--- src/common/bscc_defs.vh ---
// Constants for the boundary-scan cell chain: cell kinds, chain map, instruction codes.
// Assumes a test controller outside that decodes the instruction and walks the TAP states.
// How it works
// - Cell 1 sits next to serial input; bits shift toward serial output.
// - Every covered output pad except the lone display output (cell 1) is three-state, enable overridable by a scan cell.
// - Each input cell can feed a test value to core instead of pin.
// - Each cell tied to one pin or one group enable, per chain map.
// - Chain is in the scan path only for preload, external and internal test.
// - Chain contents undefined after power-up; test reset need not preserve them.
// - Internal-test capture takes complemented input cells, true core outputs.
`ifndef BSCC_DEFS_VH
`define BSCC_DEFS_VH
// Visible cells plus the enable cell that closes the last keypad-in pad
`define BSCC_CELLS      55
`define BSCC_PADS       18
`define BSCC_CELL_LONE_OUT 1
// Instruction codes as presented by the controller
`define BSCC_INS_EXTEST 4'h0
`define BSCC_INS_SAMPLE 4'h3
`define BSCC_INS_CLAMP  4'h5
`define BSCC_INS_HIGHZ  4'h7
`define BSCC_INS_CLAMP_WITH_OUTPUTS_DISABLED 4'h9
`define BSCC_INS_INTEST 4'hC
// Code held while in reset: none of the above, so pads follow the core
`define BSCC_INS_RESET  4'hF
// Cell 1 is a lone output (display bit 4); then IN,OUT,EN triples per pad
`define BSCC_CELL_FIRST_TRIPLE 2
`endif

--- src/bscc_chain.v ---
// Boundary-scan cell chain, cells 1..55: display data and keypad scan pads.
// Test clock, serial input, TAP state strobes and test reset arrive from pins and
// are synchronised to clk; instruction code comes from the controller as pins too.
`timescale 1ns/10ps
`include "bscc_defs.vh"
module bscc_chain #(
   parameter PADS = `BSCC_PADS
) (
   input  wire              clk,
   input  wire              rst,
   input  wire              testClock,
   input  wire              testReset_n,
   input  wire              testDataIn,
   input  wire [3:0]        instruction,
   input  wire              captureDr,
   input  wire              shiftDr,
   input  wire              updateDr,
   input  wire [PADS-1:0]   padIn,
   input  wire [PADS:0]     coreOut,
   input  wire [PADS-1:0]   coreOutEn,
   output reg               testDataOut,
   output reg               testDataOutEn,
   output reg  [PADS-1:0]   coreIn,
   output reg  [PADS:0]     padOut,
   output reg  [PADS-1:0]   padOutEn
);
   // Lone display output, then an IN,OUT,EN triple for every pad
   localparam N    = 3 * PADS + 1;
   localparam LONE = `BSCC_CELL_LONE_OUT;

   // Instructions that put the chain between serial input and output
   function chainIns;
      input [3:0] code;
      begin
         chainIns = (code == `BSCC_INS_SAMPLE) |
                    (code == `BSCC_INS_EXTEST) |
                    (code == `BSCC_INS_INTEST);
      end
   endfunction

   // Instructions under which the hold stage drives pads and core
   function holdsPads;
      input [3:0] code;
      begin
         holdsPads = (code == `BSCC_INS_EXTEST) |
                     (code == `BSCC_INS_INTEST) |
                     (code == `BSCC_INS_CLAMP)  |
                     (code == `BSCC_INS_CLAMP_WITH_OUTPUTS_DISABLED);
      end
   endfunction

   // Instructions that force every three-state pad driver off; the lone display output stays driven
   function padsOff;
      input [3:0] code;
      begin
         padsOff = (code == `BSCC_INS_HIGHZ) |
                   (code == `BSCC_INS_CLAMP_WITH_OUTPUTS_DISABLED);
      end
   endfunction

   // Stage one of each synchroniser; read only by stage two
   reg             tckMeta;
   reg             tdiMeta;
   reg             capMeta;
   reg             sftMeta;
   reg             updMeta;
   reg             trnMeta;
   reg  [3:0]      insMeta;
   reg  [PADS-1:0] padMeta;
   // Stage two: the only copies that logic reads
   reg             tckSync;
   reg             tdiSync;
   reg             capSync;
   reg             sftSync;
   reg             updSync;
   reg             trnSync;
   reg  [3:0]      insSync;
   reg  [PADS-1:0] padSync;
   reg             tckPrev;
   // Chain storage: shift stage and parallel hold stage
   reg  [N:1]      shiftReg;
   reg  [N:1]      holdReg;
   reg  [N:1]      next_shiftReg;
   wire [N:1]      capValue;
   wire [PADS:0]   next_padOut;
   wire [PADS-1:0] next_coreIn;
   wire [PADS-1:0] next_padOutEn;
   wire            rise;
   wire            fall;
   wire            testReset;
   wire            inChain;
   wire            testMode;
   wire            allOff;
   wire            inTest;

   // Control pins and serial data share one latency, so they stay aligned
   always @(posedge clk or posedge rst) begin
      if (rst) begin
         tckMeta <= 1'b0;
         tdiMeta <= 1'b0;
         capMeta <= 1'b0;
         sftMeta <= 1'b0;
         updMeta <= 1'b0;
         trnMeta <= 1'b0;
         tckSync <= 1'b0;
         tdiSync <= 1'b0;
         capSync <= 1'b0;
         sftSync <= 1'b0;
         updSync <= 1'b0;
         trnSync <= 1'b0;
      end else begin
         tckMeta <= testClock;
         tdiMeta <= testDataIn;
         capMeta <= captureDr;
         sftMeta <= shiftDr;
         updMeta <= updateDr;
         trnMeta <= testReset_n;
         tckSync <= tckMeta;
         tdiSync <= tdiMeta;
         capSync <= capMeta;
         sftSync <= sftMeta;
         updSync <= updMeta;
         trnSync <= trnMeta;
      end
   end

   always @(posedge clk or posedge rst) begin
      if (rst) begin
         insMeta <= `BSCC_INS_RESET;
         insSync <= `BSCC_INS_RESET;
      end else begin
         insMeta <= instruction;
         insSync <= insMeta;
      end
   end

   // Pad levels come from outside the clock domain
   always @(posedge clk or posedge rst) begin
      if (rst) begin
         padMeta <= {PADS{1'b0}};
         padSync <= {PADS{1'b0}};
      end else begin
         padMeta <= padIn;
         padSync <= padMeta;
      end
   end

   // Previous level starts low like the idle test clock: no false edge
   always @(posedge clk or posedge rst) begin
      if (rst) begin
         tckPrev <= 1'b0;
      end else begin
         tckPrev <= tckSync;
      end
   end

   assign rise      = tckSync & ~tckPrev;
   assign fall      = ~tckSync & tckPrev;
   assign testReset = ~trnSync;
   assign inChain   = chainIns(insSync);
   assign testMode  = holdsPads(insSync);
   assign allOff    = padsOff(insSync);
   assign inTest    = (insSync == `BSCC_INS_INTEST);

   // Shift has priority over capture if the controller drives both
   always @* begin
      next_shiftReg = shiftReg;
      if (sftSync) begin
         next_shiftReg = {shiftReg[N-1:1], tdiSync};
      end else if (capSync) begin
         next_shiftReg = capValue;
      end
   end

   // Cleared on test reset only for determinism
   always @(posedge clk or posedge rst) begin
      if (rst) begin
         shiftReg <= {N{1'b0}};
      end else if (testReset) begin
         shiftReg <= {N{1'b0}};
      end else if (rise && inChain) begin
         shiftReg <= next_shiftReg;
      end
   end

   // Clamp codes are not chain codes, so held values change only on rst or test reset
   always @(posedge clk or posedge rst) begin
      if (rst) begin
         holdReg <= {N{1'b0}};
      end else if (testReset) begin
         holdReg <= {N{1'b0}};
      end else if (rise && inChain && updSync && !sftSync && !capSync) begin
         holdReg <= shiftReg;
      end
   end

   // One cell per pin or group enable
   assign capValue[LONE]    = coreOut[PADS];
   assign next_padOut[PADS] = testMode ? holdReg[LONE] : coreOut[PADS];

   genvar g;
   generate
      for (g = 0; g < PADS; g = g + 1) begin : padCells
         localparam IN_CELL  = 3 * g + `BSCC_CELL_FIRST_TRIPLE;
         localparam OUT_CELL = IN_CELL + 1;
         localparam EN_CELL  = IN_CELL + 2;
         assign capValue[IN_CELL]  = inTest ? ~coreIn[g] : padSync[g];
         assign capValue[OUT_CELL] = coreOut[g];
         assign capValue[EN_CELL]  = coreOutEn[g];
         assign next_coreIn[g]     = testMode ? holdReg[IN_CELL] : padSync[g];
         assign next_padOut[g]     = testMode ? holdReg[OUT_CELL] : coreOut[g];
         assign next_padOutEn[g]   = allOff ? 1'b0 :
                                     (testMode ? holdReg[EN_CELL] : coreOutEn[g]);
      end
   endgenerate

   always @(posedge clk or posedge rst) begin
      if (rst) begin
         coreIn   <= {PADS{1'b0}};
         padOut   <= {(PADS+1){1'b0}};
         padOutEn <= {PADS{1'b0}};
      end else begin
         coreIn   <= next_coreIn;
         padOut   <= next_padOut;
         padOutEn <= next_padOutEn;
      end
   end

   // Last cell shown on the falling edge, so it is stable at the next rise
   always @(posedge clk or posedge rst) begin
      if (rst) begin
         testDataOut   <= 1'b0;
         testDataOutEn <= 1'b0;
      end else if (fall) begin
         testDataOut   <= shiftReg[N];
         testDataOutEn <= sftSync & inChain;
      end
   end
endmodule // bscc_chain

--- config.mk ---
export PLATFORM = sky130hd
export DESIGN_NAME = bscc_chain
export DESIGN_NICKNAME = d
export VERILOG_FILES = /design/src/bscc_chain.v
export VERILOG_INCLUDE_DIRS = /design/src /design/src/common
export SDC_FILE = /design/constraint.sdc
export NUM_CORES = 1
export LEC_CHECK = 0
export BUFFER_PORTS_ARGS = -buffer_cell sky130_fd_sc_hd__buf_4
export CORE_MARGIN = 4
export CORE_UTILIZATION = 45
export DETAILED_ROUTE_END_ITERATION = 10
export HOLD_SLACK_MARGIN = 0.12
export PLACE_DENSITY = 0.66
export SLEW_MARGIN = 5
export SYNTH_ARGS = -nofsm -noshare
export SYNTH_HDL_FRONTEND = slang
export SYNTH_SLANG_ARGS = --single-unit
--- constraint.sdc ---
create_clock -name clk -period 11.1 [get_ports clk]
set_input_delay 1.11 -clock clk [delete_from_list [all_inputs] [get_ports clk]]
set_output_delay 1.11 -clock clk [all_outputs]
set_load 0.01 [all_outputs]
* Yosys cells after proc, flatten, opt, wreduce, memory -nomap -nowiden *
Cells that the tools add are included.

cells by class
  equal/unequal tests = 8
  reduce and logical (&&, ||, !) cells = 8
  bitwise gates (word level) = 29
  mux-type cells = 97

operators by type and width
  cell                  number
  $mux W55              6
  $mux W1               91
  $not A1 Y1            20
  $eq A4 B3 Y1 const B  2
  $eq A4 B4 Y1 const B  2
  $or A1 B1 Y1          6
  $eq A4 B2 Y1 const B  1
  $logic_and A1 B1 Y1   4
  $logic_not A4 Y1      1
  $ne A2 B1 Y1 const B  2
  $and A1 B1 Y1         3
  $ne A3 B3 Y1 const B  1
  $logic_not A1 Y1      2
  $reduce_and A2 Y1     1

word-level totals
  word-level logic and storage cells = 166
  register bits = 224

* Logic depth before layout (Yosys ltp) *
Gate-level depths: netlist of run 1.

  word-level depth = 9
  mapped depth = 8

* Least setup slack after synthesis of run 1 *
No wires, ideal clock.

  kind = reg2reg
  start point = register insSync[0]
  end point = register coreIn[9]
  slack = 9255 ps
  stages on the path, launching flop included = 5
  buffers on the path = 1
  data required time = 10975 ps
  data arrival time = 1720 ps
  cells stage by stage = dfstp_2 > xor3_1 > nor2_4 > buf_4 > mux2_2

on the way
  cells in the longest elaborated chain, start to end = 5
  elaborated cells between the ends (all ways) = 8
  those cells by class = eq/ne (3); mux (1); bitwise (3); reduce/logical (1)

ends and longest elaborated chain
  element                                                            RTL line          RTL
  from (decl)                                                        bscc_chain.v:77   reg [3:0] insSync;
  from (signal assigned)                                             bscc_chain.v:130  insSync <= `BSCC_INS_RESET;
  from (signal assigned)                                             bscc_chain.v:133  insSync <= insMeta;
  $eq A4 B4 Y1 (no line) / $logic_not A4 Y1 (equally long branches)  --
  $or A1 B1 Y1 (2 in a row)                                          bscc_chain.v:45   holdsPads = (code == `BSCC_INS_EXTEST) |
  $or A1 B1 Y1 *                                                     bscc_chain.v:45
  $mux W1 *                                                          bscc_chain.v:210  assign next_coreIn[g] = testMode ? holdReg[IN_CELL] : padSync[g];
  named net next_coreIn[9]                                           bscc_chain.v:86   wire [PADS-1:0] next_coreIn;
  to (signal assigned)                                               bscc_chain.v:219  coreIn <= {PADS{1'b0}};
  to (signal assigned)                                               bscc_chain.v:223  coreIn <= next_coreIn;
  to (decl)                                                          bscc_chain.v:23   output reg [PADS-1:0] coreIn,

Mark *: on every way through the listed nets, which the timed path passes. The rest lies on a longest branch.
A chain may end at the register's enable or synchronous reset.

* Final worst setup path of run 1 *
  start point = register insSync[3]
  end point = register holdReg[21] (netlist bit)

on the way
  cells in the longest elaborated chain, start to end = 8
  elaborated cells between the ends (all ways) = 10
  those cells by class = eq/ne (3); bitwise (2); reduce/logical (5)

ends and longest elaborated chain
  element                                                            RTL line          RTL
  $eq A4 B2 Y1 (no line) / $logic_not A4 Y1 (equally long branches)  --
  $or A1 B1 Y1                                                       bscc_chain.v:35   chainIns = (code == `BSCC_INS_SAMPLE) |
  $or A1 B1 Y1 *                                                     bscc_chain.v:35
  $logic_and A1 B1 Y1 * (4 in a row)                                 bscc_chain.v:192  end else if (rise && inChain && updSync && !sftSync && !capSync) begin
  $ne A2 B1 Y1 (no line) *                                           --
  to (signal assigned)                                               bscc_chain.v:189  holdReg <= {N{1'b0}};
  to (signal assigned)                                               bscc_chain.v:191  holdReg <= {N{1'b0}};
  to (signal assigned)                                               bscc_chain.v:193  holdReg <= shiftReg;
  to (decl)                                                          bscc_chain.v:82   reg [N:1] holdReg;

Every way passes the cells marked *; elsewhere a longest branch is shown, timed or not.

==> results of run 1 <==
==> worst max path at each step <==
stage | endpoint | cells after the start
after floorplan | capMeta | 1
after global placement | holdReg[19] | 5
after detailed placement | holdReg[21] | 5
after CTS | holdReg[21] | 5
after global routing | holdReg[21] | 5
final | holdReg[21] | 5
==> layout by cell type, fill, tap and decap left out <==
| cell type | synthesis | layout |
|---|---|---|
| nor2_1 | 37 | 37 |
| and2_1 | 1 | 1 |
| clkbuf_16 | 0 | 25 |
| xor2_1 | 1 | 1 |
| dfstp_2 | 8 | 8 |
| clkbuf_8 | 0 | 4 |
| xor3_1 | 1 | 1 |
| nand2_1 | 150 | 150 |
| and4_1 | 2 | 2 |
| nand4_1 | 1 | 1 |
| dfrtp_1 | 216 | 214 |
| nor2b_1 | 1 | 1 |
| nand2b_1 | 20 | 20 |
| o31ai_4 | 1 | 1 |
| a31oi_2 | 1 | 1 |
| inv_1 | 2 | 1 |
| inv_8 | 0 | 2 |
| mux2_2 | 75 | 75 |
| mux2i_1 | 110 | 110 |
| bufinv_16 | 0 | 4 |
| a32o_1 | 18 | 18 |
| buf_4 | 9 | 127 |
| dfrtp_4 | 0 | 2 |
| nor2_4 | 1 | 1 |
| a211o_1 | 18 | 18 |
| nand3_4 | 0 | 1 |
| or2_2 | 1 | 1 |
| o21ai_0 | 1 | 1 |
| nand4bb_2 | 0 | 1 |
| clkbuf_1 | 21 | 3 |
| clkinv_2 | 0 | 6 |
| clkinv_4 | 0 | 1 |
| o22ai_1 | 1 | 1 |
==> kinds of logic after synthesis <==
group | share of synthesized area (%)
compound gates | 4.16
xor+xnor | 0.354
buf+inv | 3.48
flops | 61.1
mux | 21.2
simple gates | 9.76
==> metrics by stage <==
step                util [%]  cells
floorplan                  -    718
global placement        50.6   1066
detailed placement      50.6   1066
CTS                     54.9   1110
global route            54.9   1110
finish                  54.9   1110
==> per-layer routing <==
metal / GRT usage [%] / up-vias / routed length (µm)
li1: - / 2669 / -
met1: 23.7 / 2880 / 8580
met2: 29.6 / 150 / 9790
met3: 3.32 / 39 / 1010
met4: 5.49 / 0 / 526
met5: 0 / - / 0
==> power by group through the flow <==
stage	clock (W)	sequential [W]	combinational, W
after floorplan	0	0.000885	0.0000854
after global placement	0	0.000889	0.000152
after detailed placement	0	0.000889	0.000155
after CTS	0.000874	0.000875	0.000155
after global routing	0.000905	0.000878	0.000167
final	0.000853	0.000874	0.000152
==> critical path: stages (launching register included) <==
cell	delay, ps
dfstp_2	610
nand4bb_2	890
o31ai_4	420
nand4_1	810
buf_4	600
mux2i_1	180
==> state kept, by name, summed over array words and instances, names as in the netlist, 4 cells and up <==
register  flops
padMeta      18
coreIn       18
padOut       19
holdReg      55
shiftReg     55
padOutEn     18
insSync       4
padSync      18
insMeta       4
==> area by class of cell <==
type,instances,share of cell area [%]
Timing Repair Buffer,127,8.62
Tap cell,270,3.05
Clock buffer,32,6.25
Inverter,2,0.136
Sequential cell,224,50.8
Multi-Input combinational cell,443,29.6
Clock inverter,12,1.54
==> run metrics, run 1 <==
status=completed; Worst slew margin=12.3%; number of port buffers=123; TritonCTS Buffers=24; Async SR Flop Fraction=100%; MaxCap Viol Count=0; setup TNS=0 ps; DP Wirelength=12100 µm; placed cell areas=10200 µm²; Die ar.=22800 µm²; part of the power in combinational logic=8.1%; setup ws final=7440 ps; Critical Path Source Type=flop; GPL Wtd Cong=0.758; drt total wl=19900 µm; Setup crit start=insSync[3]; die height=151 µm; #FFs+latches synth=224; mapped cell area=9190 µm²; starting density of the core=45.6%; CTS Buffer Depth=3; r2r setup slk=7440 ps; Sw Ratio=22.4%; Fin. Hold Viols=0; antenna cells=0; power density over the cells=170 nW/µm²; Sw Pwr=0.000421 W; Synth-to-Final Area Change=20.4%; Worst EP required=11470 ps; cell at the root of the clock tree=clkbuf_16; Max FO, Critical Path=37; Seq/Total Area, Yosys=61.1%; CTS tree=done; Routed wire per std cell=17.9 µm; Synth Instances=718; Post-synth EDFFs=0; Power Total=0.00188 W; Synth warnings=0; Yosys top cell area share=58.8%; Multi-input gate area=3280 µm²; DRC=0; Die Width=151 µm; Int Power=0.00146 W; Hold Path Origin=padMeta[8]; gr usage total=17.7%; drt via density=5.17; cts hold-fix bufs=0; core area=20200 µm²; Slew @ Worst Pin=1310 ps; Setup CP Type=reg2reg; pin count of the biggest net entering global routing=135; 1st-iter DRT viols=367; period utilisation layout=33.0%; Avg Synthesized Cell Area=12.8 µm²; worst r2r src=insSync[3]; Routed Antenna Nets=0; # setup viols final=0; share of cells above drive strength 1=31.0%; drt pass-1 iters=5; R2R cell count=5; hold path depth=0; worst flop-to-flop path endpoint=holdReg[21]; Tmin final=3660 ps; most frequent cell after synthesis=dfrtp_1; Place WS=7470 ps; Clk pwr share=45.4%; total grt overflow=0; sequential standard cell area=5620 µm²; Worst Path Arrival=4030 ps; Top Ports=124; insertion delay to the later sink of the worst-skew pair=510 ps; top cells by count, synth=dfrtp_1, nand2_1, mux2i_1; fin. max-slew vios=0; vias=5738; Fin Clk Skew=8.58 ps; H-Tree Depth=1; worst ir drop on vdd=123 µV; Net count, final=889; sequential share of power=46.5%; RSZ-0062 raised after global routing=false; Hold EP=padSync[8]; top cells by area, synth=dfrtp_1, mux2i_1, mux2_2, nand2_1, dfstp_2; CTS-repair resized insts=0; vias in the first global route=6150; Crit. End Element=flop; Leak=5.54 nW; Post-synth top flop=dfrtp_1; # fillers=1738; Clock transition at path regs=60 ps; Max Freq=273 MHz; Hold WS=344 ps; design area=11100 µm²; syn_nets=785; Yosys cell types=30; Post-CTS Setup Bufs=0; worst min path class=reg2reg; area leader, netlist=dfrtp_1; total clock sinks=224; Site Rows=52; first-pass GRT wire length=32200 µm; initial antenna violation count=0
Power figures use the tool's default switching activity.
==> run 2, diff against run 1 <==
==> constraint.sdc (replaced) <==
create_clock -name clk -period 3.4 [get_ports clk]
set_input_delay 0.34 -clock clk [delete_from_list [all_inputs] [get_ports clk]]
set_output_delay 0.34 -clock clk [all_outputs]
set_load 0.01 [all_outputs]
==> run metrics, run 2 (synthesis gave the netlist of run 1 again) <==
status=completed; drt total wl=20700 µm (+3.9%); Worst Path Arrival=3000 ps (-1030 ps); worst r2r src=insSync[3]; Die Width=151 µm (unchanged); setup ws final=834 ps (-6600 ps); initial antenna violation count=0 (unchanged); insertion delay to the later sink of the worst-skew pair=500 ps (about the same); Net count, final=958 (+7.8%); delay-heaviest family, CP=simple AND/OR/NAND/NOR gates; total grt overflow=0 (unchanged); Leak=5.81 nW (+4.8%); gr usage total=18.1% (+0.35 points); Fin. Hold Viols=0 (unchanged); Int Power=0.00463 W (+220%); Sw Pwr=0.00136 W (+220%); Worst EP required=3830 ps (-7640 ps); Place WS=848 ps (-6630 ps); # setup viols final=0 (unchanged); starting density of the core=45.6% (unchanged); number of port buffers=123 (unchanged); share of cells above drive strength 1=29.1% (-1.9 points); DP Wirelength=12600 µm (+3.7%); Site Rows=52 (unchanged); worst min path class=in2reg; first-pass GRT wire length=33000 µm (+2.5%); cell at the root of the clock tree=clkbuf_16; Routed wire per std cell=17.6 µm (-2.1%); Fin Clk Skew=7.76 ps (-0.818 ps); Slowest-stage cell, CP=and4_1; hold path depth=3 (+3); Power Total=0.00599 W (+220%); r2r setup slk=830 ps (-6600 ps); Clk pwr share=43.0% (-2.4 points); H-Tree Depth=1 (unchanged); TritonCTS Buffers=24 (unchanged); Worst slew margin=18.5% (+6.2 points); Clock transition at path regs=60 ps (about the same); DRC=0 (unchanged); core area=20200 µm² (unchanged); worst flop-to-flop path endpoint=shiftReg[5]; Crit. End Element=flop; Max Freq=390 MHz (+43%); drt via density=5.06 (-2.1%); worst ir drop on vdd=376 µV (+210%); CTS-repair resized insts=0 (unchanged); most common cell after layout, fill and taps aside=dfrtp_1; CP max stage delay=820 ps (-70 ps); antenna cells=0 (unchanged); CTS Buffer Depth=3 (unchanged); period utilisation layout=75.5% (+42 points); Critical Path Source Type=flop; Hold Path Origin=coreOutEn[14]; Sw Ratio=22.8% (+0.34 points); sequential share of power=47.4% (+0.9 points); Tmin final=2570 ps (-1100 ps); die height=151 µm (unchanged); most frequent cells in the layout=dfrtp_1, nand2_1, buf_4; Max FO, Critical Path=18 (-51%); GPL Wtd Cong=0.754 (-0.54%); power density over the cells=512 nW/µm² (+200%); Routed Antenna Nets=0 (unchanged); pin count of the biggest net entering global routing=108 (-20%); Synth-to-Final Area Change=27.3%; vias in the first global route=6383 (+3.8%); R2R cell count=4 (-1); Top Ports=124 (unchanged); crit path cell chain=nand4bb_2, o31ai_4, and4_1, a32o_1; fin. max-slew vios=0 (unchanged); Slew @ Worst Pin=1220 ps (-92.6 ps); Die ar.=22800 µm² (unchanged); vias=5964 (+3.9%); CTS tree=done; MaxCap Viol Count=0 (unchanged); RSZ-0062 raised after global routing=false; CP bufs+invs=0 (-1); Setup CP Type=reg2reg; total clock sinks=224 (unchanged); Regs by FF count=holdReg x55, shiftReg x55, padOut x19; 1st-iter DRT viols=372 (+1.4%); part of the power in combinational logic=9.6% (+1.5 points); drt pass-1 iters=4 (-1); Hold EP=padOutEn[14]; setup TNS=0 ps (unchanged)
## run 2: changes by cell type in the layout (fill, tap and decap cells not counted), sizes merged
cell	change
clkinvlp	+1
bufinv	-4
dlygate4sd3	+63
inv	-2
buf	+6
clkbuf	+7
clkinv	-3
## run 2: cell type report
class	instances	area [µm²]
clock inverters	4	23.8
multi-input cells	443	3280
well taps	270	338
fillers	1660	8470
flip-flops and latches	224	5620
repair buffers	196	1650
inverters	2	11.3
clock buffers	39	778
## run 2: metrics by stage
step	hold WS [ps]	utilization [%]	std cells	area, µm²
final	206	58.0	1178	11700
after global routing	190	58.0	1178	11700
after floorplan	331	-	718	9200
after detailed placement	335	50.9	1072	10300
after CTS	180	58.0	1178	11700
after global placement	333	50.9	1072	10300
## run 2: power groups by stage
stage | sequential [W] | combinational, W | clock [W]
6_report | 0.00284 | 0.000576 | 0.00258
5_1_grt | 0.00285 | 0.000625 | 0.00275
4_1_cts | 0.00284 | 0.000585 | 0.00264
3_5_place_dp | 0.00289 | 0.000524 | 0
3_3_place_gp | 0.00289 | 0.000515 | 0
2_1_floorplan | 0.00289 | 0.000279 | 0
## run 2: repair_timing
| action | 4_1_cts | 5_1_grt |
|---|---|---|
| hold buffers | 63 | 0 |
| hold endpoints to repair | 75 | 0 |
| setup buffers | 0 | 0 |
## run 2: how the worst max path moves through the flow
stage	startpoint	endpoint	slack, ps	depth (start not counted)
finish	insSync[3]	shiftReg[5]	830	4
global route	insSync[3]	shiftReg[55]	700	4
CTS	insSync[3]	shiftReg[55]	790	4
detailed placement	insSync[3]	shiftReg[17]	850	4
global placement	insSync[3]	shiftReg[2]	940	4
floorplan	rst	capMeta	140	1
## run 2: worst register-to-register path: stages (launching register included)
cell	delay (ps)
dfstp_2	600
nand4bb_2	480
o31ai_4	290
and4_1	820
a32o_1	300
## run 2: routing by layer
layer,wire [µm],GRT usage [%],vias up
met5,0,0,-
met4,429,4.81,0
met3,1010,2.96,34
met2,10300,30.9,154
met1,8970,24.2,2983
li1,-,-,2793
==> run 3, diff against run 2 <==
==> constraint.sdc (replaced) <==
create_clock -name clk -period 2.53 [get_ports clk]
set_input_delay 0.253 -clock clk [delete_from_list [all_inputs] [get_ports clk]]
set_output_delay 0.253 -clock clk [all_outputs]
set_load 0.01 [all_outputs]
==> run metrics, run 3 (synthesis gave the netlist of run 1 again) <==
Clock transition at path regs=60 ps (about the same); R2R cell count=5 (+1); r2r setup slk=490 ps (-350 ps); Max FO, Critical Path=11 (-7); RSZ-0062 raised after global routing=false; cell at the root of the clock tree=clkbuf_16; drt via density=5.07 (about the same); # fillers=1642 (-1.1%); status=completed; Place WS=455 ps (-393 ps); total grt overflow=0 (unchanged); Routed Antenna Nets=0 (unchanged); core area=20200 µm² (unchanged); most frequent cells in the layout=dfrtp_1, nand2_1, buf_4; Top Ports=124 (unchanged); Leak=5.89 nW (+1.4%); Slew @ Worst Pin=708 ps (-511 ps); Net count, final=969 (+1.1%); number of port buffers=123 (unchanged); share of cells above drive strength 1=29.3% (+0.27 points); Worst slew margin=52.7% (+34 points); CTS-repair resized insts=0 (unchanged); max layer used=met4; WL met1=9160 µm (+2.2%); initial antenna violation count=0 (unchanged); GPL Wtd Cong=0.790 (+4.7%); Setup crit start=insSync[1]; TritonCTS Buffers=24 (unchanged); # setup viols final=0 (unchanged); vias=6030 (+1.1%); Fin Clk Skew=10.7 ps (+2.95 ps); drt total wl=20800 µm (+0.43%); drt pass-1 iters=4 (unchanged); Hold WS=346 ps (+139 ps); Post-CTS Setup Bufs=0 (unchanged); DP Wirelength=12500 µm (-0.88%); most common cell after layout, fill and taps aside=dfrtp_1; power density over the cells=692 nW/µm² (+35%); H-Tree Depth=1 (unchanged); design area=11900 µm² (+1.6%); period utilisation layout=80.7% (+5.2 points); starting density of the core=45.6% (unchanged); worst r2r src=insSync[1]; DRC=0 (unchanged); CTS tree=done; worst flop-to-flop path endpoint=shiftReg[38]; Site Rows=52 (unchanged); 1st-iter DRT viols=396 (+6.5%); pin count of the biggest net entering global routing=149 (+38%); total clock sinks=224 (unchanged); Worst EP required=2970 ps (-860 ps); insertion delay to the later sink of the worst-skew pair=510 ps (about the same); gr usage total=18.3% (+0.24 points); Synth-to-Final Area Change=29.4%; Regs by FF count=holdReg x55, shiftReg x55, padOut x19; met2 WL=10300 µm (+0.18%); placed cell areas=10400 µm² (+1.3%); fin. max-slew vios=0 (unchanged); first-pass GRT wire length=33400 µm (+1.0%); CTS Buffer Depth=3 (unchanged); Critical Path Source Type=flop; Tmin final=2040 ps (-524 ps); Die Width=151 µm (unchanged); metal3 WL=879 µm (-13%); Die ar.=22800 µm² (unchanged); Crit. End Element=flop; vias in the first global route=6438 (+0.86%); Worst Path Arrival=2480 ps (-520 ps); setup ws final=489 ps (-346 ps); Max Freq=490 MHz (+26%); Fin. Hold Viols=0 (unchanged); Routed wire per std cell=17.5 µm (-0.58%); MaxCap Viol Count=0 (unchanged); worst min path class=reg2reg; Setup CP Type=reg2reg; antenna cells=0 (unchanged); die height=151 µm (unchanged); Critical Path End=shiftReg[38]; worst ir drop on vdd=614 µV (+63%)
-- run 3: cell types whose count changed in the layout (fill, tap and decap cells not counted) --
cell,before,now
buf_12,2,8
clkbuf_1,4,7
clkbuf_8,10,7
dlygate4sd3_1,63,66
buf_4,131,133
bufinv_16,0,2
clkinv_2,3,2
clkinv_4,1,0
clkinvlp_4,1,2
-- run 3: through the flow --
stage	setup TNS, ps	std cells	util (%)	total power (W)
global placement	0	1080	51.6	0.00460
detailed placement	0	1080	51.6	0.00461
CTS	0	1190	59.0	0.00832
finish	0	1190	59.0	0.00823
floorplan	-138350	718	-	0.00426
global route	0	1190	59.0	0.00852
-- run 3: repair_timing --
item / 4_1_cts / 5_1_grt
hold buffers: 66 / 0
setup endpoints to repair: 0 / 0
hold endpoints to repair: 86 / 0
-- run 3: worst max-delay path, stage by stage (launching register included) --
cell	delay (ps)
dfstp_2	590
xor2_1	250
o31ai_4	120
a31oi_2	510
buf_4	340
a32o_1	150
-- run 3: how the worst min path moves through the flow --
stage	from	end	slack, ps	depth (start not counted)
6_report	padMeta[16]	padSync[16]	350	0
4_1_cts	padMeta[16]	padSync[16]	350	0
3_5_place_dp	padMeta[16]	padSync[16]	330	0
3_3_place_gp	tdiMeta	tdiSync	330	0
2_1_floorplan	instruction[0]	insMeta[0]	260	0
5_1_grt	insMeta[2]	insSync[2]	360	0
-- run 3: routing by layer --
layer | vias to the layer above | global-route usage (%)
li1 | 2818 | -
met1 | 3042 | 25.5
met2 | 131 | 30.0
met3 | 39 | 2.81
met4 | 0 | 5.49
met5 | - | 0
-- run 3: layout make-up --
cell class / instances / area [µm²] / share of cell area, %
clock buffers: 39 / 748 / 6.29
clock inverters: 5 / 77.6 / 0.652
inverters: 2 / 11.3 / 0.0947
multi-input cells: 443 / 3280 / 27.5
flip-flops and latches: 224 / 5620 / 47.3
well taps: 270 / 338 / 2.84
repair buffers: 207 / 1820 / 15.3
-- run 3: power breakdown --
group	internal, W	switching, W
clock	0.00222	0.00139
sequential	0.00373	0.0000721
combinational	0.000425	0.000397
